===== src/inc/uarx_map.svh =====
// Purpose: field codes, reset values and timing counts of the serial block
// Assumes: 40 MHz peripheral clock
// Notes: included by the design files, not by the package
`ifndef UARX_MAP_SVH
`define UARX_MAP_SVH

`define UARX_RECEIVE_MODE_FIELD_NORMAL 2'h0
`define UARX_RECEIVE_MODE_FIELD_DOUBLE 2'h1
`define UARX_RECEIVE_MODE_FIELD_GENERIC_AUTOBAUD_SETTING 2'h2
`define UARX_RECEIVE_MODE_FIELD_LIN_AUTOBAUD_SETTING 2'h3
`define UARX_OSR_NORMAL 5'h10
`define UARX_OSR_DOUBLE 5'h08
`define UARX_FIRST_NORMAL 5'h08
`define UARX_FIRST_DOUBLE 5'h04
`define UARX_BREAK_CYCLES 16'h000c
`define UARX_SYNC_BITS 4'h8
`define UARX_SYNC_CHAR 8'h55
`define UARX_BAUD_MIN 16'h0064
`define UARX_BAUD_RESET 16'h0040
`define UARX_DATA_BITS 4'h8

`endif


===== src/inc/uarx_pkg.sv =====
// Purpose: types shared by the serial block
// Assumes: nothing
// Notes: constants live in uarx_map.svh
package uarx_pkg;
    typedef enum logic [2:0]
    {
        UARX_RX_IDLE = 3'b000,
        UARX_RX_START = 3'b001,
        UARX_RX_DATA = 3'b010,
        UARX_RX_STOP = 3'b011
    } uarx_rx_state_t;
    typedef enum logic [1:0]
    {
        UARX_AB_BREAK = 2'b00,
        UARX_AB_WAIT_START = 2'b01,
        UARX_AB_MEASURE = 2'b10,
        UARX_AB_CHECK = 2'b11
    } uarx_ab_state_t;
    typedef enum logic [1:0]
    {
        UARX_TX_IDLE = 2'b00,
        UARX_TX_GUARD = 2'b01,
        UARX_TX_SHIFT = 2'b10
    } uarx_tx_state_t;
endpackage


===== src/verilog/uarx_tx.sv =====
// Purpose: transmitter with line-driver direction and pin drive control
// Assumes: i_tick is one pulse per bit time
// Notes: 8 data bits, one stop bit
`timescale 1ns/100ps
`include "uarx_map.svh"
module uarx_tx
    import uarx_pkg::*;
(
    input wire logic i_clock,
    input wire logic i_nrst,
    input wire logic i_tick,
    input wire logic i_start,
    input wire logic [7:0] i_data,
    input wire logic i_open_drain,
    input wire logic [1:0] i_line_driver_field,
    output logic o_busy,
    output logic o_tx_out,
    output logic o_tx_oe,
    output logic o_driver_direction_pin
);
    uarx_tx_state_t state_reg, state_next;
    logic [9:0] shift_reg, shift_next;
    logic [3:0] cnt_reg, cnt_next;
    logic dir_reg, dir_next;
    logic oe_reg, oe_next;
    logic out_reg, out_next;

    always_comb
    begin
        state_next = state_reg;
        shift_next = shift_reg;
        cnt_next = cnt_reg;
        dir_next = dir_reg;
        oe_next = oe_reg;
        out_next = out_reg;
        case (state_reg)
            UARX_TX_IDLE:
            begin
                out_next = 1'b1;
                if (i_start)
                begin
                    shift_next = {1'b1, i_data, 1'b0};
                    cnt_next = 4'h0;
                    state_next = UARX_TX_GUARD;
                end
            end
            UARX_TX_GUARD:
            begin
                // direction up one bit clock ahead
                dir_next = i_line_driver_field[0];
                oe_next = i_line_driver_field[1];
                // a whole bit tick passes with direction high before the start bit
                if (i_tick)
                begin
                    if (cnt_reg == 4'h0)
                        cnt_next = 4'h1;
                    else
                    begin
                        cnt_next = 4'h0;
                        state_next = UARX_TX_SHIFT;
                        out_next = shift_reg[0];
                    end
                end
            end
            UARX_TX_SHIFT:
            begin
                if (i_tick)
                begin
                    if (cnt_reg == 4'h9)
                    begin
                        dir_next = 1'b0;
                        oe_next = 1'b0;
                        out_next = 1'b1;
                        state_next = UARX_TX_IDLE;
                    end
                    else
                    begin
                        shift_next = {1'b1, shift_reg[9:1]};
                        out_next = shift_reg[1];
                        cnt_next = cnt_reg + 4'h1;
                    end
                end
            end
            default:
                state_next = UARX_TX_IDLE;
        endcase
    end

    always_ff @(posedge i_clock or negedge i_nrst)
    begin
        if (!i_nrst)
        begin
            state_reg <= UARX_TX_IDLE;
            shift_reg <= 10'h3ff;
            cnt_reg <= 4'h0;
            dir_reg <= 1'b0;
            oe_reg <= 1'b0;
            out_reg <= 1'b1;
        end
        else
        begin
            state_reg <= state_next;
            shift_reg <= shift_next;
            cnt_reg <= cnt_next;
            dir_reg <= dir_next;
            oe_reg <= oe_next;
            out_reg <= out_next;
        end
    end

    assign o_busy = (state_reg != UARX_TX_IDLE);
    assign o_tx_out = i_open_drain ? 1'b0 : out_reg;
    assign o_tx_oe = i_open_drain ? ~out_reg :
        (oe_reg | ~i_line_driver_field[1]);
    assign o_driver_direction_pin = dir_reg;
endmodule


===== src/verilog/uarx_top.sv =====
// Purpose: asynchronous receiver with auto-baud, one-wire and line-driver control
// Assumes: 40 MHz clock, 8 data bits, no parity
// Notes: baud divisor counts peripheral clocks per bit time; sample rate is derived
// Notes on behaviour
// - receiver samples 16 per bit normally, 8 per bit in double speed.
// - first vote sample is 8 normal, 4 double speed.
// - middle vote sample is 9 normal, 5 double speed.
// - receive mode code 0x01 selects double speed.
// - double speed doubles baud for same divisor, halving samples.
// - each side stays within half the total baud error.
// - auto-baud break is 12 or more consecutive low cycles.
// - count clocks over eight sync bit times; result becomes divisor.
// - generic mode with wait-break accepts a break of any length.
// - generic mode loads divisor only when within 0x0064..0xffff.
// - LIN mode ignores wait-break; break needs 12 low clocks.
// - LIN sync char not 0x55 sets mismatch flag, baud kept; code checks only a byte strobed in the check cycle, before sync ends.
// - loopback connects transmit pin to receiver, detaching receive pin.
// - open drain transmitter only pulls the line low.
// - open drain makes the transmit pin an output only while it drives low.
// - one-wire receiver captures its own transmitted frames.
// - line-driver bit 0 drives direction high during transmission.
// - start bit accepted when two or three vote samples are low.
// - direction rises one bit clock early, stays high through stop.
// - line-driver bit 1 sets pin output one bit clock before transmission, except in open drain.
`timescale 1ns/100ps
`include "uarx_map.svh"
module uarx_top
    import uarx_pkg::*;
#(
    parameter int BAUD_W = 16
)
(
    input wire logic i_clock,
    input wire logic i_nrst,
    input wire logic i_rx_pin,
    input wire logic i_tx_pin,
    input wire logic [1:0] i_receive_mode_field,
    input wire logic i_loopback_enable_bit,
    input wire logic i_open_drain_enable_bit,
    input wire logic [1:0] i_line_driver_field,
    input wire logic i_wait_break_bit,
    input wire logic i_sync_mismatch_clear,
    input wire logic [BAUD_W-1:0] i_baud_value,
    input wire logic i_baud_write,
    input wire logic i_tx_start,
    input wire logic [7:0] i_tx_data,
    output logic o_tx_busy,
    output logic o_tx_out,
    output logic o_tx_oe,
    output logic o_driver_direction_pin,
    output logic [7:0] o_rx_data,
    output logic o_rx_valid,
    output logic o_frame_error,
    output logic o_sync_mismatch_flag,
    output logic [BAUD_W-1:0] o_baud
);
    ////////////////////////////////////////////////////////////////////////////////
    logic rxp_s1_reg, rxp_s2_reg, txp_s1_reg, txp_s2_reg;
    logic line;
    uarx_rx_state_t rx_reg, rx_next;
    uarx_ab_state_t ab_reg, ab_next;
    logic [BAUD_W-1:0] baud_reg, baud_next;
    logic [BAUD_W-1:0] pre_reg, pre_next;
    logic [BAUD_W-1:0] bit_reg, bit_next;
    logic [4:0] samp_reg, samp_next;
    logic [1:0] votes_reg, votes_next;
    logic [3:0] bits_reg, bits_next;
    logic [7:0] data_reg, data_next;
    logic valid_reg, valid_next;
    logic ferr_reg, ferr_next;
    logic sync_err_reg, sync_err_next;
    logic [15:0] low_reg, low_next;
    logic [BAUD_W+3:0] meas_reg, meas_next;
    logic [3:0] edges_reg, edges_next;
    logic prev_reg, prev_next;
    logic tick, tx_tick, ab_on, dbl, brk_ok;
    logic [4:0] osr, first;

    // sample clock period = divisor / 16 in both speeds, so double speed halves the bit;
    // a divisor shorter than 16 clocks loses resolution
    function automatic logic [BAUD_W-1:0] sample_period(input logic [BAUD_W-1:0] b);
        sample_period = b >> 4;
        if (sample_period == '0)
            sample_period = {{(BAUD_W-1){1'b0}}, 1'b1};
    endfunction

    ////////////////////////////////////////////////////////////////////////////////
    // loopback takes the transmit pin, receive pin detached
    // own transmitted frames also seen here
    assign line = i_loopback_enable_bit ? txp_s2_reg : rxp_s2_reg;
    assign dbl = (i_receive_mode_field == `UARX_RECEIVE_MODE_FIELD_DOUBLE);
    assign ab_on = (i_receive_mode_field == `UARX_RECEIVE_MODE_FIELD_GENERIC_AUTOBAUD_SETTING) ||
        (i_receive_mode_field == `UARX_RECEIVE_MODE_FIELD_LIN_AUTOBAUD_SETTING);
    assign osr = dbl ? `UARX_OSR_DOUBLE : `UARX_OSR_NORMAL;
    assign first = dbl ? `UARX_FIRST_DOUBLE : `UARX_FIRST_NORMAL;
    // same divisor, same sample period count; half the samples per bit in double speed
    assign tick = (pre_reg == '0);
    assign tx_tick = (bit_reg == '0);

    ////////////////////////////////////////////////////////////////////////////////
    always_comb
    begin
        pre_next = tick ? sample_period(baud_reg) - 1'b1 : pre_reg - 1'b1;
        bit_next = tx_tick ? (dbl ? (baud_reg >> 1) : baud_reg) - 1'b1 : bit_reg - 1'b1;
        rx_next = rx_reg;
        samp_next = samp_reg;
        votes_next = votes_reg;
        bits_next = bits_reg;
        data_next = data_reg;
        valid_next = 1'b0;
        ferr_next = ferr_reg;
        if (tick)
        begin
            case (rx_reg)
                UARX_RX_IDLE:
                begin
                    if (!line)
                    begin
                        rx_next = UARX_RX_START;
                        samp_next = 5'h1;
                        votes_next = 2'h0;
                    end
                end
                UARX_RX_START, UARX_RX_DATA, UARX_RX_STOP:
                begin
                    samp_next = samp_reg + 5'h1;
                    // centred votes split the error margin
                    // three vote samples centred on the middle one
                    if (samp_reg >= first && samp_reg <= first + 5'h2 && !line)
                        votes_next = votes_reg + 2'h1;
                    if (samp_reg == first + 5'h2)
                    begin
                        if (rx_reg == UARX_RX_START)
                        begin
                            // two of three low accepts start
                            if (votes_next >= 2'h2)
                                rx_next = UARX_RX_DATA;
                            else
                                rx_next = UARX_RX_IDLE;
                            bits_next = 4'h0;
                        end
                        else if (rx_reg == UARX_RX_DATA)
                        begin
                            data_next = {(votes_next < 2'h2), data_reg[7:1]};
                            bits_next = bits_reg + 4'h1;
                        end
                        else
                        begin
                            // only the first stop bit is checked
                            ferr_next = (votes_next >= 2'h2);
                            valid_next = 1'b1;
                            rx_next = UARX_RX_IDLE;
                        end
                    end
                    if (samp_reg == osr && rx_reg != UARX_RX_IDLE)
                    begin
                        samp_next = 5'h1;
                        votes_next = 2'h0;
                        if (rx_reg == UARX_RX_DATA && bits_reg == `UARX_DATA_BITS)
                            rx_next = UARX_RX_STOP;
                    end
                end
                default:
                    rx_next = UARX_RX_IDLE;
            endcase
        end
    end

    ////////////////////////////////////////////////////////////////////////////////
    always_comb
    begin
        ab_next = ab_reg;
        baud_next = baud_reg;
        low_next = line ? 16'h0 : ((low_reg == 16'hffff) ? low_reg : low_reg + 16'h1);
        meas_next = meas_reg;
        edges_next = edges_reg;
        prev_next = line;
        sync_err_next = sync_err_reg & ~i_sync_mismatch_clear;
        // twelve low cycles; LIN never waives it
        // generic wait-break accepts any break length
        brk_ok = (low_reg >= `UARX_BREAK_CYCLES) ||
            (i_receive_mode_field == `UARX_RECEIVE_MODE_FIELD_GENERIC_AUTOBAUD_SETTING && i_wait_break_bit && !line);
        if (i_baud_write)
            baud_next = i_baud_value;
        if (!ab_on)
            ab_next = UARX_AB_BREAK;
        else
        begin
            case (ab_reg)
                UARX_AB_BREAK:
                    if (brk_ok)
                        ab_next = UARX_AB_WAIT_START;
                UARX_AB_WAIT_START:
                    // falling edge after the break ends is the sync start bit
                    if (prev_reg && !line)
                    begin
                        ab_next = UARX_AB_MEASURE;
                        meas_next = '0;
                        edges_next = 4'h0;
                    end
                UARX_AB_MEASURE:
                begin
                    // count clocks until the fifth falling edge = eight bits
                    meas_next = meas_reg + 1'b1;
                    if (prev_reg && !line)
                    begin
                        edges_next = edges_reg + 4'h1;
                        if (edges_reg == 4'h3)
                            ab_next = UARX_AB_CHECK;
                    end
                end
                UARX_AB_CHECK:
                begin
                    ab_next = UARX_AB_BREAK;
                    if (i_receive_mode_field == `UARX_RECEIVE_MODE_FIELD_LIN_AUTOBAUD_SETTING)
                    begin
                        // baud kept if a byte strobed in this cycle is not 0x55, or if the measured divisor is zero and CHECK repeats; the sync byte is still in flight
                        if (valid_reg && data_reg != `UARX_SYNC_CHAR)
                            sync_err_next = 1'b1;
                        else if (meas_reg[BAUD_W+2:3] != '0)
                            baud_next = meas_reg[BAUD_W+2:3];
                        else
                            ab_next = UARX_AB_CHECK;
                    end
                    else if (meas_reg[BAUD_W+3] == 1'b0 &&
                             meas_reg[BAUD_W+2:3] >= `UARX_BAUD_MIN)
                        baud_next = meas_reg[BAUD_W+2:3];
                end
                default:
                    ab_next = UARX_AB_BREAK;
            endcase
        end
    end

    ////////////////////////////////////////////////////////////////////////////////
    always_ff @(posedge i_clock or negedge i_nrst)
    begin
        if (!i_nrst)
        begin
            rxp_s1_reg <= 1'b1;
            rxp_s2_reg <= 1'b1;
            txp_s1_reg <= 1'b1;
            txp_s2_reg <= 1'b1;
            rx_reg <= UARX_RX_IDLE;
            ab_reg <= UARX_AB_BREAK;
            baud_reg <= `UARX_BAUD_RESET;
            pre_reg <= '0;
            bit_reg <= '0;
            samp_reg <= 5'h0;
            votes_reg <= 2'h0;
            bits_reg <= 4'h0;
            data_reg <= 8'h00;
            valid_reg <= 1'b0;
            ferr_reg <= 1'b0;
            sync_err_reg <= 1'b0;
            low_reg <= 16'h0;
            meas_reg <= '0;
            edges_reg <= 4'h0;
            prev_reg <= 1'b1;
        end
        else
        begin
            rxp_s1_reg <= i_rx_pin;
            rxp_s2_reg <= rxp_s1_reg;
            txp_s1_reg <= i_tx_pin;
            txp_s2_reg <= txp_s1_reg;
            rx_reg <= rx_next;
            ab_reg <= ab_next;
            baud_reg <= baud_next;
            pre_reg <= pre_next;
            bit_reg <= bit_next;
            samp_reg <= samp_next;
            votes_reg <= votes_next;
            bits_reg <= bits_next;
            data_reg <= data_next;
            valid_reg <= valid_next;
            ferr_reg <= ferr_next;
            sync_err_reg <= sync_err_next;
            low_reg <= low_next;
            meas_reg <= meas_next;
            edges_reg <= edges_next;
            prev_reg <= prev_next;
        end
    end

    ////////////////////////////////////////////////////////////////////////////////
    uarx_tx u_tx
    (
        .i_clock(i_clock),
        .i_nrst(i_nrst),
        .i_tick(tx_tick),
        .i_start(i_tx_start),
        .i_data(i_tx_data),
        .i_open_drain(i_open_drain_enable_bit),
        .i_line_driver_field(i_line_driver_field),
        .o_busy(o_tx_busy),
        .o_tx_out(o_tx_out),
        .o_tx_oe(o_tx_oe),
        .o_driver_direction_pin(o_driver_direction_pin)
    );

    assign o_rx_data = data_reg;
    assign o_rx_valid = valid_reg;
    assign o_frame_error = ferr_reg;
    assign o_sync_mismatch_flag = sync_err_reg;
    assign o_baud = baud_reg;
endmodule


===== config.mk =====
export PLATFORM = sky130hd
export DESIGN_NAME = uarx_top
export DESIGN_NICKNAME = d
export VERILOG_FILES = /design/src/inc/uarx_pkg.sv /design/src/verilog/uarx_tx.sv /design/src/verilog/uarx_top.sv
export VERILOG_INCLUDE_DIRS = /design/src /design/src/inc
export SDC_FILE = /design/constraint.sdc
export NUM_CORES = 1
export LEC_CHECK = 0
export BUFFER_PORTS_ARGS = -buffer_cell sky130_fd_sc_hd__buf_2
export CAP_MARGIN = 5
export CORE_MARGIN = 3
export CORE_UTILIZATION = 35
export CTS_BUF_LIST = sky130_fd_sc_hd__clkbuf_4 sky130_fd_sc_hd__clkbuf_8
export DETAILED_ROUTE_END_ITERATION = 8
export PLACE_DENSITY = 0.49
export REMOVE_ABC_BUFFERS = 1
export SLEW_MARGIN = 20
export SYNTH_ARGS = -nofsm -noshare
export SYNTH_HDL_FRONTEND = slang
export SYNTH_SLANG_ARGS = --single-unit

===== constraint.sdc =====
create_clock -name i_clock -period 3.32 [get_ports i_clock]
set_input_delay 0.166 -clock i_clock [delete_from_list [all_inputs] [get_ports i_clock]]
set_output_delay 0.166 -clock i_clock [all_outputs]
set_load 0.05 [all_outputs]

==> impl_metrics.ini <==
[pwr]
p_leak_nw = 4.00
powerDensity_nw_per_um2 = 479
vdd_drop_max_v = 0.000251

[global_routing]
use_met1_pct = 23.6
grt_pass1_wl_microns = 32300
grt_pass1_vias = 6150
grt.met2_usage_pct = 25.4
use_met3_pct = 3.39
grt_max_degree = 83
antenna_found_initial = 0
track_usage_pct = 16.6
grt-ovfl-total = 0
grt-busiest-layer = met2

[critical_path]
cpMaxStageDelayCell = or4_4
required_ns = 3.66
crit_family = simple AND/OR/NAND/NOR gates
critPathBufInv = 0
cp_max_fo = 7
critical_path_class = reg2reg
worstPathArrival_ns = 3.36
cp_cell_sequence = or4_4, nor4_2, nand2_1, a21oi_1, nor2_1, ha_1, nor3b_1, o311ai_2, a311oi_2, or3_1, a21o_1
cp-end-kind = register
slowest_delay_ns = 0.58
critPathLaunchType = register

[yosys]
yosysSeqAreaShare_pct = 44.5
ys_top_cells_by_count = dfrtp_1, nor2_1, nand2_1
syn-cell-area_sq_um = 7810
synth_seq_cells = 138
synth_ff_type = dfrtp_1
synth_edf_count = 0
syn_inst = 817
ys_types = 73
synth_warnings = 0
syn_avg_cell_area_sq_um = 9.55
ys_top_cells_by_area = dfrtp_1, mux2_2, dfstp_2, nor2_1, xor2_1
yosysTopAreaCell = dfrtp_1
async_flop_share_pct = 100
yosysTopAreaCellShare_pct = 39.1
yosysMostFrequentCell = dfrtp_1

[drt]
drt-initial-drc-count = 288
ant_nets = 0
vias = 6127
wl_per_cell_microns = 16.0
routed_wl_microns = 19200
drc = 0
first_pass_iters = 5
drt-vias-per-instance = 5.11

[die]
die_area_sq_um = 24100
initial_core_util_pct = 35.7
placementRows = 54
core_sq_um = 21900
dieHeight_microns = 155
die_w_microns = 155
ios = 69

[clock_network]
clkSinkCount = 138
cts.path.max_buffers = 2
clkTransAtPathRegs_ns = 0.08
clk_latency_ns = 0.44
cts_buffers = 17
htreeDepth = 4
cts-root-buf = clkbuf_8
cts_tree = done

[placed_design]
gp_congestion = 0.830
dp_slack_ns = 0.232
dp.cells = 1156
port_buffers = 68
place_hpwl_microns = 13700

[sta]
fmax_ghz = 0.330
period_share_pct = 91.2
finalCriticalPeriod_ns = 3.03
hold_violations = 0
finClkSkew_ns = 0.0137
fin_tns_setup_ns = 0
rsz0062_at_grt = no
whs_ns = 0.0424
finalSetupViolCount = 0
max_slew.worst_pin.slew_ns = 0.779
finalWorstSetupSlack_ns = 0.292
slew_viol_final = 0
slew_headroom_pct = 48.0

[flow_run]
max_cap_viol_count = 0

[final_layout]
area_growth_pct = 17.0
utilization_pct = 41.7
finalNonFillerCells = 1200
largest_reg_flops = 20
nets = 967
antenna_cells = 0
layout-drive-gt1-share_pct = 22.1

[status]
status = finished clean

[min_path]
hp-class = in2reg
-- path summary, 6_finish.rpt --
path                         startpoint                end  slack (ns)  cells after the start
setup / recovery             bit_reg[1]        bit_reg[10]        0.29                     11
hold / removal             i_tx_data[6]  u_tx.shift_reg[7]        0.04                      3
setup reg to reg             bit_reg[1]        bit_reg[10]        0.29                     11
hold reg to reg              rxp_s1_reg         rxp_s2_reg        0.36                      0
max in group asynchronous        i_nrst  u_tx.shift_reg[8]        2.15                      3
min in group asynchronous        i_nrst       o_rx_data[4]        0.34                      2
-- power breakdown --
group          total (mW)  internal (mW)  leakage (nW)  switching, mW
clock                1.57          0.898         0.236          0.671
combinational       0.769          0.318          2.04          0.451
sequential           2.04           1.84          1.72          0.196
total                4.38           3.06          4.00           1.32
-- timing repair --
item | CTS | global route
setup endpoints to repair | 0 | 1
endpoints found under the hold margin | 86 | 0
gates resized for setup | 0 | 1
setup buffers | 0 | 0
hold buffers | 12 | 0
-- layer usage --
layer | vias to the layer above | share of wire [%] | wire [microns]
met5 | - | 0 | 0
met3 | 22 | 3.4 | 661
met1 | 2911 | 49 | 9420
met4 | 0 | 1.9 | 374
met2 | 92 | 46 | 8770
li1 | 3102 | - | -
-- cells in the final DEF (no fill, tap or decap), drive strengths merged, types with 5 or more instances in the layout --
| cell type | instances |
|---|---|
| nor4 | 17 |
| xnor2 | 24 |
| a21oi | 45 |
| clkbuf | 21 |
| or3 | 7 |
| nor2 | 96 |
| dfrtp | 122 |
| buf | 91 |
| nand4 | 14 |
| mux2 | 43 |
| mux2i | 17 |
| dlygate4sd3 | 12 |
| o31ai | 5 |
| inv | 30 |
| dfstp | 16 |
| and2 | 6 |
| clkinv | 8 |
| and3 | 7 |
| ha | 22 |
| a211oi | 9 |
| a21o | 5 |
| a31oi | 5 |
| xor2 | 34 |
| nand2 | 67 |
| or4 | 8 |
| nor2b | 7 |
| nor3 | 26 |
| nand2b | 6 |
| nor3b | 5 |
| a22o | 7 |
| nand3 | 34 |
| o21ai | 45 |
-- stage by stage --
step | power (mW) | area, sq um
finish | 4.38 | 9130
global route | 4.64 | 9130
floorplan | 2.55 | 7660
global placement | 2.83 | 8550
detailed placement | 2.83 | 8550
CTS | 4.45 | 9130
-- area by class of cell --
cell class	instances	area, sq um
Timing Repair Buffer	103	652
Clock inverter	11	166
Clock buffer	21	289
Multi-Input combinational cell	616	4090
Sequential cell	138	3470
Tap cell	280	350
Fill cell	2208	12800
Inverter	31	116
-- logic make-up after synthesis --
logic type | count (synthesis) | synth area share (%)
XOR/XNOR | 58 | 6.51
flip-flops | 138 | 44.5
AO/OA/AOI/OAI | 153 | 12.8
AND/OR/NAND/NOR | 323 | 21.0
adder cells (fa/ha/maj) | 22 | 3.53
buffers and inverters | 63 | 3.32
multiplexers | 60 | 8.38
-- worst register-to-register path, delay by kind of cell (launching register included) --
kind	cells	cell delay, ns
AO/OA/AOI/OAI	4	0.57
AND/OR/NAND/NOR	6	1.71
flip-flops	1	0.42
adder cells (fa/ha/maj)	1	0.22
No activity file was read; power rests on OpenSTA's default activity.
